<file path="src/design/flash_host_consts.svh">
// constants for the parallel flash host controller
// assumes a 125 MHz system clock and a flash with 70 ns access
`ifndef FLASH_HOST_CONSTS_SVH
`define FLASH_HOST_CONSTS_SVH

// ----------------------------------------
// timing
// ----------------------------------------
`define CLK_PERIOD_NS 8
`define ACCESS_NS 70
`define WE_PULSE_NS 40
`define SETUP_NS 10
`define HOLD_NS 10
`define SYNC_CYC 3
`define CYC_UP(ns) (((ns) + `CLK_PERIOD_NS - 1) / `CLK_PERIOD_NS)

// ----------------------------------------
// apb register map and fields
// ----------------------------------------
`define REG_CTRL 8'h00
`define REG_ADDR 8'h04
`define REG_WDATA 8'h08
`define REG_STATUS 8'h0c
`define REG_RDATA 8'h10
`define CTRL_START_BIT 4
`define CTRL_BYTE_BIT 8
`define CTRL_NOPOLL_BIT 9

// ----------------------------------------
// flash bus codes and status bits
// ----------------------------------------
`define UNLOCK_W1 16'h5555
`define UNLOCK_W2 16'h2aaa
`define UNLOCK_B1 16'haaaa
`define UNLOCK_B2 16'h5555
`define CODE_AA 8'haa
`define CODE_55 8'h55
`define CODE_ID 8'h90
`define CODE_PROG 8'ha0
`define CODE_ERASE 8'h80
`define CODE_CHIP 8'h10
`define CODE_SECT 8'h30
`define CODE_SUSP 8'hb0
`define CODE_RESET 8'hf0
`define POLL_BIT 7
`define LIMIT_BIT 5

`endif

</file>
<file path="src/design/flash_host_pkg.sv">
// types shared by the flash host controller files
// assumes the constants header is compiled alongside
package flash_host_pkg;

  // ----------------------------------------
  // orders that software may give
  // ----------------------------------------
  typedef enum logic [3:0] {
    CMD_READ, CMD_RESET, CMD_ID, CMD_PROG, CMD_CHIP, CMD_SECT,
    CMD_SUSPEND, CMD_RESUME, CMD_ADD_SECT
  } cmd_type;

  // one flash bus cycle
  typedef struct packed {
    logic last;
    logic rd;
    logic [15:0] addr;
    logic [15:0] data;
  } step_type;

  // flash pin levels driven by the host
  typedef struct packed {
    logic ce_n;
    logic we_n;
    logic oe_n;
    logic dq_oe;
    logic [15:0] addr;
    logic [15:0] dq;
  } pins_type;

endpackage
</file>
<file path="src/design/flash_cycle_engine.sv">
// one read or write cycle on the flash pins
// assumes the data pins arrive unsynchronised from the flash
`timescale 1ns/1ps
`include "flash_host_consts.svh"

module flash_cycle_engine (
  input wire logic clk_in,
  input wire logic rst_in,
  input wire logic start_in,
  input wire flash_host_pkg::step_type step_in,
  input wire logic [15:0] dq_in,
  output flash_host_pkg::pins_type pins_out,
  output logic done_out,
  output logic [15:0] rdata_out
);
  import flash_host_pkg::*;

  typedef enum logic [1:0] {E_IDLE, E_SETUP, E_STROBE, E_HOLD} eng_type;

  localparam logic [4:0] SETUP_CYC = 5'(`CYC_UP(`SETUP_NS));
  localparam logic [4:0] WE_CYC = 5'(`CYC_UP(`WE_PULSE_NS));
  // access time plus the synchroniser depth so the sample is settled
  localparam logic [4:0] RD_CYC = 5'(`CYC_UP(`ACCESS_NS) + `SYNC_CYC);
  localparam logic [4:0] HOLD_CYC = 5'(`CYC_UP(`HOLD_NS));

  eng_type state_r, state_nxt;
  step_type step_r, step_nxt;
  pins_type pins_r, pins_nxt;
  logic [4:0] cnt_r, cnt_nxt;
  logic [15:0] rdata_r, rdata_nxt;
  logic [15:0] dq1_r, dq2_r, dq3_r;

  // ----------------------------------------
  // cycle sequencing
  // ----------------------------------------
  always_comb begin
    state_nxt = state_r;
    step_nxt = step_r;
    cnt_nxt = cnt_r;
    rdata_nxt = rdata_r;
    unique case (state_r)
      E_IDLE: if (start_in) begin
        step_nxt = step_in;
        cnt_nxt = SETUP_CYC - 5'h01;
        state_nxt = E_SETUP;
      end
      E_SETUP: if (cnt_r == 5'h00) begin
        cnt_nxt = step_r.rd ? RD_CYC - 5'h01 : WE_CYC - 5'h01;
        state_nxt = E_STROBE;
      end else begin
        cnt_nxt = cnt_r - 5'h01;
      end
      E_STROBE: if (cnt_r != 5'h00) begin
        cnt_nxt = cnt_r - 5'h01;
      end else if (!step_r.rd || dq2_r == dq3_r) begin
        // a changing bus stretches the read until two stages agree
        if (step_r.rd) rdata_nxt = dq3_r;
        cnt_nxt = HOLD_CYC - 5'h01;
        state_nxt = E_HOLD;
      end
      E_HOLD: if (cnt_r == 5'h00) begin
        state_nxt = E_IDLE;
      end else begin
        cnt_nxt = cnt_r - 5'h01;
      end
    endcase
    // pins follow the next state so they leave flops glitch free
    pins_nxt.addr = step_nxt.addr;
    pins_nxt.dq = step_nxt.data;
    pins_nxt.ce_n = (state_nxt == E_IDLE);
    pins_nxt.we_n = !(state_nxt == E_STROBE && !step_nxt.rd);
    pins_nxt.oe_n = !(state_nxt == E_STROBE && step_nxt.rd);
    // data stays driven past the write strobe rise, where it latches
    pins_nxt.dq_oe = (state_nxt != E_IDLE) && !step_nxt.rd;
  end

  // registers and pin synchroniser
  always_ff @(posedge clk_in) begin
    dq1_r <= dq_in;
    dq2_r <= dq1_r;
    dq3_r <= dq2_r;
    if (rst_in) begin
      state_r <= E_IDLE;
      step_r <= '0;
      cnt_r <= 5'h00;
      rdata_r <= 16'h0000;
      pins_r <= '{ce_n: 1'b1, we_n: 1'b1, oe_n: 1'b1, dq_oe: 1'b0, addr: 16'h0000, dq: 16'h0000};
    end else begin
      state_r <= state_nxt;
      step_r <= step_nxt;
      cnt_r <= cnt_nxt;
      rdata_r <= rdata_nxt;
      pins_r <= pins_nxt;
    end
  end

  assign pins_out = pins_r;
  assign rdata_out = rdata_r;
  assign done_out = (state_r == E_HOLD) && (cnt_r == 5'h00);

  // ----------------------------------------
  // checks
  // ----------------------------------------
  strobes_excl_a: assert property (@(posedge clk_in) disable iff (rst_in) !(!pins_r.we_n && !pins_r.oe_n))
    else $error("write and read strobes low together");
  we_in_ce_a: assert property (@(posedge clk_in) disable iff (rst_in) !pins_r.we_n |-> !pins_r.ce_n)
    else $error("write strobe without chip select");
  data_after_we_a: assert property (@(posedge clk_in) disable iff (rst_in)
    $rose(pins_r.we_n) |-> pins_r.dq_oe && $stable(pins_r.dq))
    else $error("write data released with the strobe");
  we_width_a: assert property (@(posedge clk_in) disable iff (rst_in) $fell(pins_r.we_n) |-> !pins_r.we_n[*5])
    else $error("write strobe too short");
  addr_hold_a: assert property (@(posedge clk_in) disable iff (rst_in)
    !pins_r.ce_n && $past(!pins_r.ce_n) |-> $stable(pins_r.addr))
    else $error("address moved inside a cycle");
endmodule

</file>
<file path="src/design/flash_host_ctrl.sv">
// apb-programmed host controller for a parallel nor flash
// assumes software waits for busy to fall before a new order
`timescale 1ns/1ps
`include "flash_host_consts.svh"

// Function
// - plain read order is one read cycle, no unlock writes
// - reset order writes f0 once; also sent after a timing-limit failure
// - unlock writes aa then 55 at word or byte unlock addresses
// - identification: two unlocks, 90, then a read at the given offset
// - program: two unlocks, a0, then value at the target location
// - chip erase: unlocks, 80, unlocks, 10 to first unlock address
// - sector erase: same five writes, then 30 at the sector address
// - suspend is one b0 write at any address
// - resume is one 30 write at any address
// - erase polling bit reads 0 then 1; poll inside an erased sector
// - after polling bit turns true, result comes from a further read
module flash_host_ctrl (
  input wire logic CLK_IN,
  input wire logic RST_IN,
  input wire logic PSEL_IN,
  input wire logic PENABLE_IN,
  input wire logic PWRITE_IN,
  input wire logic [7:0] PADDR_IN,
  input wire logic [31:0] PWDATA_IN,
  output logic [31:0] PRDATA_OUT,
  output logic PREADY_OUT,
  output logic PSLVERR_OUT,
  output logic [15:0] FL_ADDR_OUT,
  input wire logic [15:0] FL_DQ_IN,
  output logic [15:0] FL_DQ_OUT,
  output logic FL_DQ_OE_OUT,
  output logic FL_CE_N_OUT,
  output logic FL_WE_N_OUT,
  output logic FL_OE_N_OUT,
  input wire logic READY_BUSY_IN
);
  import flash_host_pkg::*;

  typedef enum logic [2:0] {S_IDLE, S_SEQ, S_POLL, S_FINAL, S_RST} seq_type;

  // ----------------------------------------
  // command step table
  // ----------------------------------------
  function automatic step_type step_of(cmd_type c, logic [2:0] i, logic byt,
                                       logic [15:0] a, logic [15:0] d);
    logic [15:0] u1;
    logic [15:0] u2;
    step_type s;
    u1 = byt ? `UNLOCK_B1 : `UNLOCK_W1;
    u2 = byt ? `UNLOCK_B2 : `UNLOCK_W2;
    // single writes carry a zero upper byte; the flash ignores it
    s = '{last: 1'b1, rd: 1'b0, addr: a, data: {8'h00, `CODE_RESET}};
    unique case (c)
      CMD_READ: s.rd = 1'b1;
      CMD_SUSPEND: s.data[7:0] = `CODE_SUSP;
      CMD_RESUME, CMD_ADD_SECT: s.data[7:0] = `CODE_SECT;
      CMD_ID, CMD_PROG, CMD_CHIP, CMD_SECT: begin
        s.last = 1'b0;
        unique case (i)
          3'h0, 3'h3: begin
            s.addr = u1;
            s.data[7:0] = `CODE_AA;
          end
          3'h1, 3'h4: begin
            s.addr = u2;
            s.data[7:0] = `CODE_55;
          end
          3'h2: begin
            s.addr = u1;
            s.data[7:0] = (c == CMD_ID) ? `CODE_ID : (c == CMD_PROG) ? `CODE_PROG : `CODE_ERASE;
          end
          default: begin
            s.last = 1'b1;
            s.addr = (c == CMD_CHIP) ? u1 : a;
            s.data[7:0] = (c == CMD_CHIP) ? `CODE_CHIP : `CODE_SECT;
          end
        endcase
        if (i == 3'h3 && c == CMD_ID) begin
          s = '{last: 1'b1, rd: 1'b1, addr: a, data: 16'h0000};
        end else if (i == 3'h3 && c == CMD_PROG) begin
          s = '{last: 1'b1, rd: 1'b0, addr: a, data: d};
        end
      end
      default: ;
    endcase
    return s;
  endfunction

  // ----------------------------------------
  // state
  // ----------------------------------------
  seq_type state_r, state_nxt;
  cmd_type cmd_r, cmd_nxt;
  logic byte_r, byte_nxt;
  logic nopoll_r, nopoll_nxt;
  logic [15:0] addr_r, addr_nxt;
  logic [15:0] wdata_r, wdata_nxt;
  logic [15:0] rdata_r, rdata_nxt;
  logic done_r, done_nxt;
  logic fail_r, fail_nxt;
  logic recheck_r, recheck_nxt;
  logic wait_r, wait_nxt;
  logic [2:0] idx_r, idx_nxt;
  logic rb1_r, rb2_r, rb3_r, rb_r, rb_nxt;
  logic [31:0] prdata_nxt;
  logic pslverr_nxt;

  logic wr_en, start_ord, eng_start, eng_done, poll_hit, polled;
  logic [15:0] eng_rdata;
  step_type cur_step, eng_step;
  pins_type pins;

  assign wr_en = PSEL_IN && PENABLE_IN && PWRITE_IN;
  assign start_ord = wr_en && PADDR_IN == `REG_CTRL && PWDATA_IN[`CTRL_START_BIT] && state_r == S_IDLE;
  assign cur_step = step_of(cmd_r, idx_r, byte_r, addr_r, wdata_r);
  assign polled = !nopoll_r && (cmd_r == CMD_PROG || cmd_r == CMD_CHIP || cmd_r == CMD_SECT ||
                                cmd_r == CMD_SUSPEND);
  // program polls for the true written bit, erase and suspend for a one
  assign poll_hit = eng_rdata[`POLL_BIT] == ((cmd_r == CMD_PROG) ? wdata_r[`POLL_BIT] : 1'b1);
  assign eng_start = (state_r != S_IDLE) && !wait_r;

  // step sent to the pin engine in each phase
  always_comb begin
    eng_step = cur_step;
    unique case (state_r)
      S_POLL, S_FINAL: eng_step = '{last: 1'b1, rd: 1'b1, addr: addr_r, data: 16'h0000};
      S_RST: eng_step = '{last: 1'b1, rd: 1'b0, addr: addr_r, data: {8'h00, `CODE_RESET}};
      default: ;
    endcase
  end

  // ----------------------------------------
  // sequencer and registers
  // ----------------------------------------
  always_comb begin
    state_nxt = state_r;
    cmd_nxt = cmd_r;
    byte_nxt = byte_r;
    nopoll_nxt = nopoll_r;
    addr_nxt = addr_r;
    wdata_nxt = wdata_r;
    rdata_nxt = rdata_r;
    done_nxt = done_r;
    fail_nxt = fail_r;
    recheck_nxt = recheck_r;
    wait_nxt = wait_r;
    idx_nxt = idx_r;
    // orders and operands are frozen while a sequence runs
    if (wr_en && state_r == S_IDLE) begin
      unique case (PADDR_IN)
        `REG_CTRL: begin
          cmd_nxt = cmd_type'(PWDATA_IN[3:0]);
          byte_nxt = PWDATA_IN[`CTRL_BYTE_BIT];
          nopoll_nxt = PWDATA_IN[`CTRL_NOPOLL_BIT];
        end
        `REG_ADDR: addr_nxt = PWDATA_IN[15:0];
        `REG_WDATA: wdata_nxt = PWDATA_IN[15:0];
        default: ;
      endcase
    end
    if (eng_start) wait_nxt = 1'b1;
    unique case (state_r)
      S_IDLE: if (start_ord) begin
        state_nxt = S_SEQ;
        idx_nxt = 3'h0;
        wait_nxt = 1'b0;
        done_nxt = 1'b0;
        fail_nxt = 1'b0;
        recheck_nxt = 1'b0;
      end
      S_SEQ: if (eng_done) begin
        wait_nxt = 1'b0;
        idx_nxt = idx_r + 3'h1;
        if (cur_step.last) begin
          if (cur_step.rd) rdata_nxt = eng_rdata;
          state_nxt = polled ? S_POLL : S_IDLE;
          done_nxt = !polled;
        end
      end
      S_POLL: if (eng_done) begin
        wait_nxt = 1'b0;
        rdata_nxt = eng_rdata;
        if (poll_hit) begin
          state_nxt = S_FINAL;
        end else if (recheck_r) begin
          fail_nxt = 1'b1;
          state_nxt = S_RST;
        end else if (eng_rdata[`LIMIT_BIT]) begin
          // polling may flip together with the limit flag, so look once more
          recheck_nxt = 1'b1;
        end
      end
      S_FINAL: if (eng_done) begin
        wait_nxt = 1'b0;
        rdata_nxt = eng_rdata;
        done_nxt = 1'b1;
        state_nxt = S_IDLE;
      end
      S_RST: if (eng_done) begin
        wait_nxt = 1'b0;
        done_nxt = 1'b1;
        state_nxt = S_IDLE;
      end
      default: state_nxt = S_IDLE;
    endcase
    // ready/busy pin counts once two synchroniser stages agree
    rb_nxt = (rb2_r == rb3_r) ? rb3_r : rb_r;
  end

  // apb read data and error, taken in the access phase
  always_comb begin
    prdata_nxt = 32'h0000_0000;
    pslverr_nxt = 1'b0;
    unique case (PADDR_IN)
      `REG_CTRL: prdata_nxt = {22'h000000, nopoll_r, byte_r, 4'h0, 4'(cmd_r)};
      `REG_ADDR: prdata_nxt = {16'h0000, addr_r};
      `REG_WDATA: prdata_nxt = {16'h0000, wdata_r};
      `REG_STATUS: prdata_nxt = {27'h0000000, rb_r, recheck_r, fail_r, done_r, state_r != S_IDLE};
      `REG_RDATA: prdata_nxt = {16'h0000, rdata_r};
      default: pslverr_nxt = 1'b1;
    endcase
  end

  always_ff @(posedge CLK_IN) begin
    rb1_r <= READY_BUSY_IN;
    rb2_r <= rb1_r;
    rb3_r <= rb2_r;
    if (RST_IN) begin
      state_r <= S_IDLE;
      cmd_r <= CMD_READ;
      byte_r <= 1'b0;
      nopoll_r <= 1'b0;
      addr_r <= 16'h0000;
      wdata_r <= 16'h0000;
      rdata_r <= 16'h0000;
      done_r <= 1'b0;
      fail_r <= 1'b0;
      recheck_r <= 1'b0;
      wait_r <= 1'b0;
      idx_r <= 3'h0;
      rb_r <= 1'b1;
    end else begin
      state_r <= state_nxt;
      cmd_r <= cmd_nxt;
      byte_r <= byte_nxt;
      nopoll_r <= nopoll_nxt;
      addr_r <= addr_nxt;
      wdata_r <= wdata_nxt;
      rdata_r <= rdata_nxt;
      done_r <= done_nxt;
      fail_r <= fail_nxt;
      recheck_r <= recheck_nxt;
      wait_r <= wait_nxt;
      idx_r <= idx_nxt;
      rb_r <= rb_nxt;
    end
  end

  // ----------------------------------------
  // pin engine and outputs
  // ----------------------------------------
  flash_cycle_engine eng (
    .clk_in(CLK_IN),
    .rst_in(RST_IN),
    .start_in(eng_start),
    .step_in(eng_step),
    .dq_in(FL_DQ_IN),
    .pins_out(pins),
    .done_out(eng_done),
    .rdata_out(eng_rdata)
  );

  assign FL_ADDR_OUT = pins.addr;
  assign FL_DQ_OUT = pins.dq;
  assign FL_DQ_OE_OUT = pins.dq_oe;
  assign FL_CE_N_OUT = pins.ce_n;
  assign FL_WE_N_OUT = pins.we_n;
  assign FL_OE_N_OUT = pins.oe_n;
  assign PREADY_OUT = 1'b1;
  assign PRDATA_OUT = prdata_nxt;
  assign PSLVERR_OUT = PSEL_IN && PENABLE_IN && pslverr_nxt;

  // ----------------------------------------
  // checks
  // ----------------------------------------
  apb_ready_a: assert property (@(posedge CLK_IN) disable iff (RST_IN) PSEL_IN && PENABLE_IN |-> PREADY_OUT)
    else $error("apb access not answered");
  unlock_first_a: assert property (@(posedge CLK_IN) disable iff (RST_IN)
    eng_start && state_r == S_SEQ && idx_r == 3'h0 && cmd_r inside {CMD_ID, CMD_PROG, CMD_CHIP, CMD_SECT}
    |-> eng_step.data[7:0] == `CODE_AA && eng_step.addr == (byte_r ? `UNLOCK_B1 : `UNLOCK_W1))
    else $error("sequence does not open with the first unlock");
  prog_code_a: assert property (@(posedge CLK_IN) disable iff (RST_IN)
    eng_start && state_r == S_SEQ && idx_r == 3'h2 && cmd_r == CMD_PROG |-> eng_step.data == {8'h00, `CODE_PROG})
    else $error("program setup code wrong");
  chip_last_a: assert property (@(posedge CLK_IN) disable iff (RST_IN)
    eng_start && state_r == S_SEQ && cmd_r == CMD_CHIP && eng_step.last
    |-> idx_r == 3'h5 && eng_step.data[7:0] == `CODE_CHIP)
    else $error("chip erase ends wrongly");
  reset_code_a: assert property (@(posedge CLK_IN) disable iff (RST_IN)
    eng_start && (state_r == S_RST || (state_r == S_SEQ && cmd_r == CMD_RESET))
    |-> !eng_step.rd && eng_step.data == {8'h00, `CODE_RESET})
    else $error("reset write not f0");
  final_read_a: assert property (@(posedge CLK_IN) disable iff (RST_IN)
    state_r == S_POLL && eng_done && poll_hit |=> state_r == S_FINAL && !done_r)
    else $error("result taken without a further read");
  fail_reset_a: assert property (@(posedge CLK_IN) disable iff (RST_IN)
    $rose(fail_r) |-> state_r == S_RST ##[1:60] !pins.we_n && pins.dq[7:0] == `CODE_RESET)
    else $error("failure not followed by reset write");
endmodule

</file>
<file path="config.mk">
export PLATFORM = sky130hd
export DESIGN_NAME = flash_host_ctrl
export DESIGN_NICKNAME = d
export VERILOG_FILES = /design/src/design/flash_host_pkg.sv /design/src/design/flash_cycle_engine.sv /design/src/design/flash_host_ctrl.sv
export VERILOG_INCLUDE_DIRS = /design/src /design/src/design
export SDC_FILE = /design/constraint.sdc
export NUM_CORES = 1
export LEC_CHECK = 0
export ABC_AREA = 1
export BUFFER_PORTS_ARGS = -buffer_cell sky130_fd_sc_hd__buf_4
export CAP_MARGIN = 20
export CORE_MARGIN = 4
export CORE_UTILIZATION = 34
export DETAILED_ROUTE_END_ITERATION = 10
export MAX_ROUTING_LAYER = met4
export PLACE_DENSITY = 0.58
export SKIP_LAST_GASP = 1
export SYNTH_ARGS = -nofsm -noshare
export SYNTH_HDL_FRONTEND = slang
export SYNTH_SLANG_ARGS = --single-unit
</file>
<file path="constraint.sdc">
create_clock -name CLK_IN -period 2.8 [get_ports CLK_IN]
set_input_delay 0.56 -clock CLK_IN [delete_from_list [all_inputs] [get_ports CLK_IN]]
set_output_delay 0.56 -clock CLK_IN [all_outputs]
set_load 0.01 [all_outputs]
</file>
# Yosys cells after proc, flatten, opt, wreduce, memory -nomap -nowiden
# Index checks and enable logic that the tools add are counted.
[totals]
register_bits = 176
input_bits = 62
elab_cells = 202
[op_classes]
addsub = 2
eq_ne = 39
n_mux = 69
bitwise_logic = 1
n_reduce_logical = 62
[op_table]
columns = ["op", "n"]
rows = [
  ["16-bit 2-to-1 mux", 6],
  ["16-bit case mux with 5 select lines", 1],
  ["34-bit 2-to-1 mux", 2],
  ["33-bit 2-to-1 mux", 2],
  ["33-bit case mux with 2 select lines", 1],
  ["16-bit case mux with 2 select lines", 2],
  ["8-bit case mux with 3 select lines", 2],
  ["3-bit 2-to-1 mux", 9],
  ["5-bit 2-to-1 mux", 5],
  ["24-bit 2-to-1 mux", 1],
  ["5-bit case mux with 4 select lines", 1],
  ["1-bit 2-to-1 mux", 18],
  ["6-bit 2-to-1 mux", 3],
  ["16-bit == test", 1],
  ["4-bit by 3-bit == test with 1-bit output, second input constant", 4],
  ["8-bit by 4-bit == test with 1-bit output, second input constant", 2],
  ["1-bit logical AND", 15],
  ["15-bit 2-to-1 mux", 1],
  ["5-bit AND reduction", 3],
  ["3-bit by 2-bit == test with 1-bit output, second input constant", 4],
  ["2-bit 2-to-1 mux", 6],
  ["2-bit != test, second input constant", 6],
  ["3-bit case mux with 4 select lines", 1],
  ["2-bit by 1-bit != test with 1-bit output, second input constant", 5],
  ["other kinds (37)", 72],
]

# Depth between registers and ports, before layout
# Gate-level depths: netlist of run 1.
[logic_depth]
word_depth = 13
depth_mapped = 12

# Cells and area by module
# A second synthesis of run 1 with hierarchy kept.
[hier_totals]
cells_unflattened = 1113
hier_area_um2 = 8016.4
[modules_own_cells]
columns = ["module", "n_inst", "cells_per_inst", "area_per_inst_um2", "seq_area_each_um2"]
rows = [
  ["flash_host_ctrl", 1, 600, 4041.4, 1361.3],
  ["flash_cycle_engine", 1, 513, 3975.1, 2162.1],
]

# Worst setup path after synthesis of run 1
# OpenSTA, ideal clock, no wires.
[synth_timing]
path_type = "in2out"
start = "input PADDR_IN[7]"
end = "output PRDATA_OUT[10]"
t_arrival_ns = 1.629
t_required_ns = 2.240
slack_ns = 0.611
stages = 8
path_cell_list = "nor2_1 nand3_1 inv_1 nand4_1 inv_1 buf_2 nand2_1 o211ai_1"
[synth_between]
elab_chain_cells = 2
elab_cells_between_ends = 6
classes_between = "eq/ne: 4; mux: 1; reduce/logical: 1"
[synth_lines]
columns = ["element", "line", "rtl"]
rows = [
  ["start, declared", "flash_host_ctrl.sv:24", "input wire logic [7:0] PADDR_IN,"],
  ["8-bit by 5-bit == test with 1-bit output, or another cell as far along", "flash_host_ctrl.sv:215", "unique case (PADDR_IN)"],
  ["16-bit case mux with 5 select lines *", "flash_host_ctrl.sv:215", ""],
  ["end, declared", "flash_host_ctrl.sv:26", "output logic [31:0] PRDATA_OUT,"],
]
# Mark *: on every way between the ends. The rest lies on a longest branch, timed or not.

# Final worst setup path of run 1
[layout_timing]
start = "input PADDR_IN[7]"
end = "output PRDATA_OUT[6]"
# The elaborated chain is that of the path after synthesis.

==> impl_metrics.env, run 1 <==
export IMPL_fin_crit_ns=2.63
export IMPL_drt_iter0_drc=456
export IMPL_ys_warn_count=0
export IMPL_area_delta_synth_final_pct=16.6
export IMPL_maxCapViolCount=0
export IMPL_ys_seq_elements=176
export IMPL_clock_skew_ns=0.00927
export IMPL_synthArstFlopShare_pct=0
export IMPL_multi_input_area_um2=3320
export IMPL_detail_route_vias_per_cell=4.54
export IMPL_min_path_cells=1
export IMPL_seqCellArea_um2=3520
export IMPL_path_clk_slew_ns=0.07
export IMPL_path_class="in -> out"
export IMPL_place_congestion=0.880
export IMPL_critPathRequiredTime_ns=2.24
export IMPL_maxSlewHeadroom_pct=58.2
export IMPL_syn_inst=1073
export IMPL_grtUsageTotal_pct=15.5
export IMPL_cts_sinks=176
export IMPL_max_clock_path_buffers=2
export IMPL_finalSetupTns_ns=0
export IMPL_critical_path_arrival_ns=2.07
export IMPL_synth_edff_count=0
export IMPL_grt_max_degree=67
export IMPL_htreeDepth=4
export IMPL_drc_errors=0
export IMPL_core_area_um2=22600
export IMPL_final_max_slew_viol_count=0
export IMPL_insertion_delay_ns=0.43
export IMPL_ioPinCount=132
export IMPL_cts_resized=0
export IMPL_fin_ws_ns=0.170
export IMPL_grt_pass1_vias=6084
export IMPL_worst_setup_path_start_kind="input pin"
export IMPL_setup_viol=0
export IMPL_syn_area_um2=7790
export IMPL_routed_wl_mm=19.2
export IMPL_yosysSeqAreaShare_pct=45.2
export IMPL_p_per_area_nw_per_um2=563
export IMPL_cts_setup_buffers=0
export IMPL_dr_pass1_iters=5
export IMPL_fmax_mhz=380
export IMPL_worstRegToRegCells=9
export IMPL_fin_crit_sh_pct=93.9
export IMPL_fillers=2352
export IMPL_rsz0062_at_grt="no"
export IMPL_dp_hpwl_mm=14.3
export IMPL_peakVddDrop_mv=0.271
export IMPL_dieWidth_um=159
export IMPL_synth_main_ff_cell="dfxtp_1"
export IMPL_place_ws_ns=0.146
export IMPL_synth_cell_types=39
export IMPL_end_kind="output port"
export IMPL_portBuffers=98
export IMPL_antenna_found_initial=1
export IMPL_utilization_pct=40.2
export IMPL_drtAntennaViolNets=0
export IMPL_hold_viol=0
export IMPL_syn_avg_cell_area_um2=7.26
export IMPL_worstHoldPathType="in -> reg"
export IMPL_cts_buffers=17
export IMPL_leakagePower_nw=4.17
export IMPL_instances_no_fill=1432
export IMPL_die_height_um=159
export IMPL_nNetsFinal=1202
export IMPL_initial_utilization_pct=34.5
export IMPL_status="finished, final reports clean"
export IMPL_tightest_slew_ns=0.627
export IMPL_cts_root_buf="clkbuf_16"
export IMPL_placedCellCount=1399
export IMPL_layout_drive_gt1_share_pct=16.1
export IMPL_grt_overflow=0
export IMPL_vias=6501
export IMPL_cts_tree="yes"
export IMPL_die_area_um2=25400
export IMPL_fp_row_count=55
export IMPL_grt_pass1_wl_mm=31.3
export IMPL_routedWlPerCell_um=13.4
export IMPL_critPathMaxFanout=8
export IMPL_cts_hold_buf=0
==> flip-flops by register name, summed over array words and instances (netlist names), 5 cells and up <==
register / flops
eng.rdata_out: 16
eng.cnt_r: 5
wdata_r: 16
eng.step_r: 33
eng.dq3_r: 16
rdata_r: 16
eng.dq2_r: 16
addr_r: 16
eng.dq1_r: 16
==> per-stage QoR <==
stage / power (mW) / hold WS, ns / cell area, µm²
final: 5.12 / 0.226 / 9080
after global routing: 5.30 / 0.204 / 9080
after CTS: 5.18 / 0.202 / 9080
after detailed placement: 2.79 / 0.312 / 8490
after global placement: 2.79 / 0.311 / 8490
after floorplan: 2.72 / 0.310 / 7850
==> layer usage <==
| layer | track usage, % | vias up | routed length [µm] |
|---|---|---|---|
| li1 | - | 3470 | - |
| met1 | 19.8 | 2870 | 9180 |
| met2 | 24.3 | 136 | 8780 |
| met3 | 3.62 | 25 | 893 |
| met4 | 4.97 | 0 | 352 |
| met5 | - | - | 0 |
==> synth_stat cells (2+ instances only) <==
cell type,count,area (µm²)
nor3_1,4,20.0
inv_2,11,41.3
buf_4,51,383
nor2_2,6,37.5
conb_1,2,7.51
buf_1,3,11.3
o2111ai_1,3,26.3
o21ai_1,4,20.0
ha_1,7,87.6
nor2_4,9,101
inv_1,113,424
o211ai_1,14,105
clkbuf_1,12,45.0
buf_2,14,70.1
o21ai_0,101,505
nand2_1,225,845
dfxtp_1,176,3520
buf_6,2,22.5
nor2_1,155,582
nand3_2,3,30.0
nand3_1,50,250
nand2_2,4,25.0
nand4_1,12,75.1
a21oi_1,71,355
o21a_1,7,52.6
==> layout make-up <==
class	instances	area share (%)
Antenna cell	1	0.0275
Clock buffer	19	4.99
Clock inverter	13	1.57
Inverter	125	5.16
Multi-Input combinational cell	704	36.5
Sequential cell	176	38.8
Tap cell	285	3.93
Timing Repair Buffer	109	9.01
==> power by group <==
group / internal, mW / leakage, nW / switching, mW
registers: 2.54 / 1.44 / 0.0212
clock network: 1.31 / 0.292 / 1.08
logic: 0.0700 / 2.44 / 0.0974
total: 3.92 / 4.17 / 1.20
==> critical path, cell delays in order <==
cell	delay, ns
buf_4	0.11
nor2_1	0.21
nand3_1	0.15
inv_1	0.14
nand4_1	0.11
inv_1	0.20
buf_4	0.20
nand2_1	0.06
o211ai_1	0.14
buf_4	0.18
==> final timing paths <==
check                                    from             end  slack, ns
worst max-delay path              PADDR_IN[7]   PRDATA_OUT[6]       0.17
worst min-delay path              FL_DQ_IN[3]    eng.dq1_r[3]       0.23
worst max register to register       cmd_r[1]  eng.step_r[19]       0.63
worst min register to register  eng.dq1_r[13]   eng.dq2_r[13]       0.33
==> kinds of logic (layout without fill, tap and decap cells) <==
group | count (synthesis) | after routing | synth area share [%]
fa+ha+maj | 7 | 7 | 1.12
simple gates | 476 | 476 | 26.3
buf+inv | 208 | 266 | 12.9
compound gates | 203 | 203 | 14.2
other cells | 2 | 18 | 0.0964
xor+xnor | 1 | 1 | 0.112
flops | 176 | 176 | 45.2
==> cells in the final DEF, fill, tap and decap left out, drive strengths merged <==
cell	netlist	layout
o2111ai	3	3
nor3	5	5
dfxtp	176	176
nor4	1	1
buf	70	109
nor3b	1	1
o21ai	107	107
nand3b	1	1
ha	7	7
clkinvlp	0	1
o21a	7	7
bufinv	0	1
nor2	171	171
nand4	13	13
conb	2	17
nand2	230	230
or2	1	1
diode	0	1
a21oi	72	72
o211ai	14	14
clkinv	1	5
clkbuf	13	19
xnor2	1	1
inv	124	131
nand3	53	53
No activity file was read; power rests on OpenSTA's default activity.
==> run 2: changes to the inputs <==
ABC_AREA = default   (was 1)
SKIP_CTS_REPAIR_TIMING = 1   (was default)
==> impl_metrics.env, run 2 <==
export IMPL_max_stage_delay_ns=0.57
export IMPL_top_usage_layer="met2"
export IMPL_dr_pass1_iters=7
export IMPL_largest_register_ffs=33
export IMPL_htreeDepth=4
export IMPL_rsz0062_at_grt="yes"
export IMPL_routed_wl_mm=18.8
export IMPL_synthAdderAreaFrac_pct=1.46
export IMPL_fin_crit_ns=2.74
export IMPL_synth_largest_area_cell="dfxtp_1"
export IMPL_grt_max_degree=55
export IMPL_seqCellArea_um2=3520
export IMPL_fmax_mhz=365
export IMPL_p_clk_share_pct=46.5
export IMPL_synth_main_ff_cell="dfxtp_1"
export IMPL_grt_pass1_vias=5408
export IMPL_tightest_slew_ns=0.662
export IMPL_fillers=2120
export IMPL_initial_utilization_pct=34.8
export IMPL_path_buf_inv=3
export IMPL_worstHoldPathType="in -> reg"
export IMPL_critPathMaxFanout=13
export IMPL_insertion_delay_ns=0.44
export IMPL_layout_commonest_cell="dfxtp_1"
export IMPL_max_clock_path_buffers=2
export IMPL_hold_viol=0
export IMPL_synth_area_leaders="dfxtp_1 48%, mux2i_1 5.3%, buf_4 5.1%, nor2_1 4.8%, nand2_1 4.4%"
export IMPL_yosysSeqAreaShare_pct=47.9
export IMPL_maxCapViolCount=0
export IMPL_muxShareOfSynthArea_pct=5.76
export IMPL_final_max_slew_viol_count=0
export IMPL_drtAntennaViolNets=0
export IMPL_cp_slowest_cell="or4_1"
export IMPL_synthXorXnorAreaFrac_pct=2.14
export IMPL_status="finished, final reports clean"
export IMPL_yosys_top_cells_count="176 x dfxtp_1, 94 x nor2_1, 87 x nand2_1"
export IMPL_path_cells="buf_4 -> or4_1 -> nor4_2 -> and2_1 -> buf_12 -> a222oi_1 -> nand2_1 -> buf_4"
export IMPL_dieWidth_um=155
export IMPL_nNetsFinal=958
export IMPL_die_area_um2=24100
export IMPL_use_met1_pct=22.1
export IMPL_grt_overflow=0
export IMPL_place_congestion=0.848
export IMPL_multi_input_area_um2=3280
export IMPL_n_antenna_cell=0
export IMPL_fin_crit_sh_pct=97.8
export IMPL_met2_usage_pct=23.3
export IMPL_syn_area_um2=7360
export IMPL_sequentialPowerShare_pct=49.3
export IMPL_post_dp_cell_area_um2=8250
export IMPL_antenna_found_initial=0
export IMPL_final_cell_mix="176 x dfxtp_1, 129 x buf_4, 94 x nor2_1"
export IMPL_synthArstFlopShare_pct=0
export IMPL_path_clk_slew_ns=0.07
export IMPL_peakVddDrop_mv=0.416
export IMPL_cts_sinks=176
export IMPL_detail_route_vias_per_cell=4.99
export IMPL_synth_cell_types=66
export IMPL_p_per_area_nw_per_um2=590
export IMPL_worst_setup_path_start_kind="input pin"
export IMPL_vias=5871
export IMPL_p_sw_share_pct=23.2
export IMPL_fp_row_count=53
export IMPL_yosysMostFrequentCell="dfxtp_1"
export IMPL_ys_seq_elements=176
export IMPL_synth_compound_area_share_pct=16.1
export IMPL_cpMostUsedCell="buf_4"
export IMPL_critPathRequiredTime_ns=2.24
export IMPL_cts_root_buf="clkbuf_16"
export IMPL_netSwitchingPower_mw=1.21
export IMPL_synth_edff_count=0
export IMPL_layout_drive_gt1_share_pct=20.3
export IMPL_ioPinCount=132
export IMPL_core_area_um2=21200
export IMPL_combinationalPowerShare_pct=4.2
export IMPL_syn_inst=822
export IMPL_routedWlPerCell_um=16.0
export IMPL_final_design_area_no_fill_um2=8880
export IMPL_ys_warn_count=0
export IMPL_clock_skew_ns=0.0125
export IMPL_synth_top_family_by_area="simple AND/OR/NAND/NOR gates"
export IMPL_critical_path_arrival_ns=2.18
export IMPL_path_delay_family="simple AND/OR/NAND/NOR gates"
export IMPL_end_kind="output port"
export IMPL_synth_simple_area_share_pct=17.8
export IMPL_die_height_um=155
export IMPL_drc_errors=0
export IMPL_drt_iter0_drc=541
export IMPL_worst_hold_slack_ns=0.226
export IMPL_area_delta_synth_final_pct=20.6
export IMPL_grt_pass1_wl_mm=29.5
export IMPL_synth_top_area_share_pct=47.9
export IMPL_portBuffers=98
export IMPL_path_class="in -> out"
export IMPL_grtUsageTotal_pct=15.8
export IMPL_dp_hpwl_mm=13.6
export IMPL_setup_viol=0
export IMPL_leakagePower_nw=3.39
export IMPL_syn_avg_cell_area_um2=8.96
export IMPL_regMostFlops="eng.step_r"
export IMPL_cts_tree="yes"
export IMPL_maxSlewHeadroom_pct=55.9
export IMPL_cts_buffers=17
export IMPL_p_int_mw=4.03
export IMPL_grt_util_met3_pct=3.37
-- run 2: kinds of logic after synthesis --
logic type               Yosys count
XOR/XNOR                          18
AND/OR/NAND/NOR                  280
buffers and inverters            117
flip-flops                       176
multiplexers                      42
adder cells (fa/ha/maj)            9
other                              2
AO/OA/AOI/OAI                    178
-- run 2: per-stage QoR --
| step | instances | utilization [%] | TNS, ns | power (mW) | worst slack (ns) |
|---|---|---|---|---|---|
| finish | 1177 | 42.0 | 0 | 5.24 | 0.0627 |
| global route | 1177 | 42.0 | -0.0265 | 5.43 | -0.0224 |
| CTS | 1176 | 41.9 | -0.0418 | 5.30 | -0.0310 |
| detailed placement | 1144 | 39.0 | -0.143 | 2.86 | -0.0713 |
| global placement | 1144 | 39.0 | -0.0767 | 2.86 | -0.0554 |
| floorplan | 837 | - | 0 | 2.78 | 0.0581 |
-- run 2: final timing paths --
| path | from | endpoint | slack, ns | cells past startpoint |
|---|---|---|---|---|
| setup / recovery | PADDR_IN[1] | PRDATA_OUT[2] | 0.06 | 8 |
| setup reg to reg | idx_r[0] | eng.step_r[16] | 0.22 | 7 |
| hold reg to reg | eng.dq1_r[10] | eng.dq2_r[10] | 0.33 | 0 |
| hold / removal | FL_DQ_IN[11] | eng.dq1_r[11] | 0.23 | 1 |
-- run 2: final cells by class --
class | count | share of cell area [%]
clock buffer | 18 | 4.95
tap | 275 | 3.87
clock inverter | 14 | 1.90
inverter | 16 | 0.676
sequential | 176 | 39.7
timing repair buffer | 134 | 12.0
multi-input combinational | 544 | 36.9
-- run 2: routing by layer --
| layer | wire [µm] | vias to the layer above |
|---|---|---|
| met5 | 0 | - |
| met4 | 208 | 0 |
| met3 | 1090 | 15 |
| met2 | 8270 | 169 |
| met1 | 9200 | 2734 |
| li1 | - | 2953 |
-- run 2: power groups by stage --
stage / registers (mW) / logic [mW] / clock network, mW
6_report: 2.58 / 0.222 / 2.44
5_1_grt: 2.59 / 0.244 / 2.60
4_1_cts: 2.58 / 0.222 / 2.50
3_5_place_dp: 2.64 / 0.221 / 0
3_3_place_gp: 2.64 / 0.220 / 0
2_1_floorplan: 2.63 / 0.144 / 0
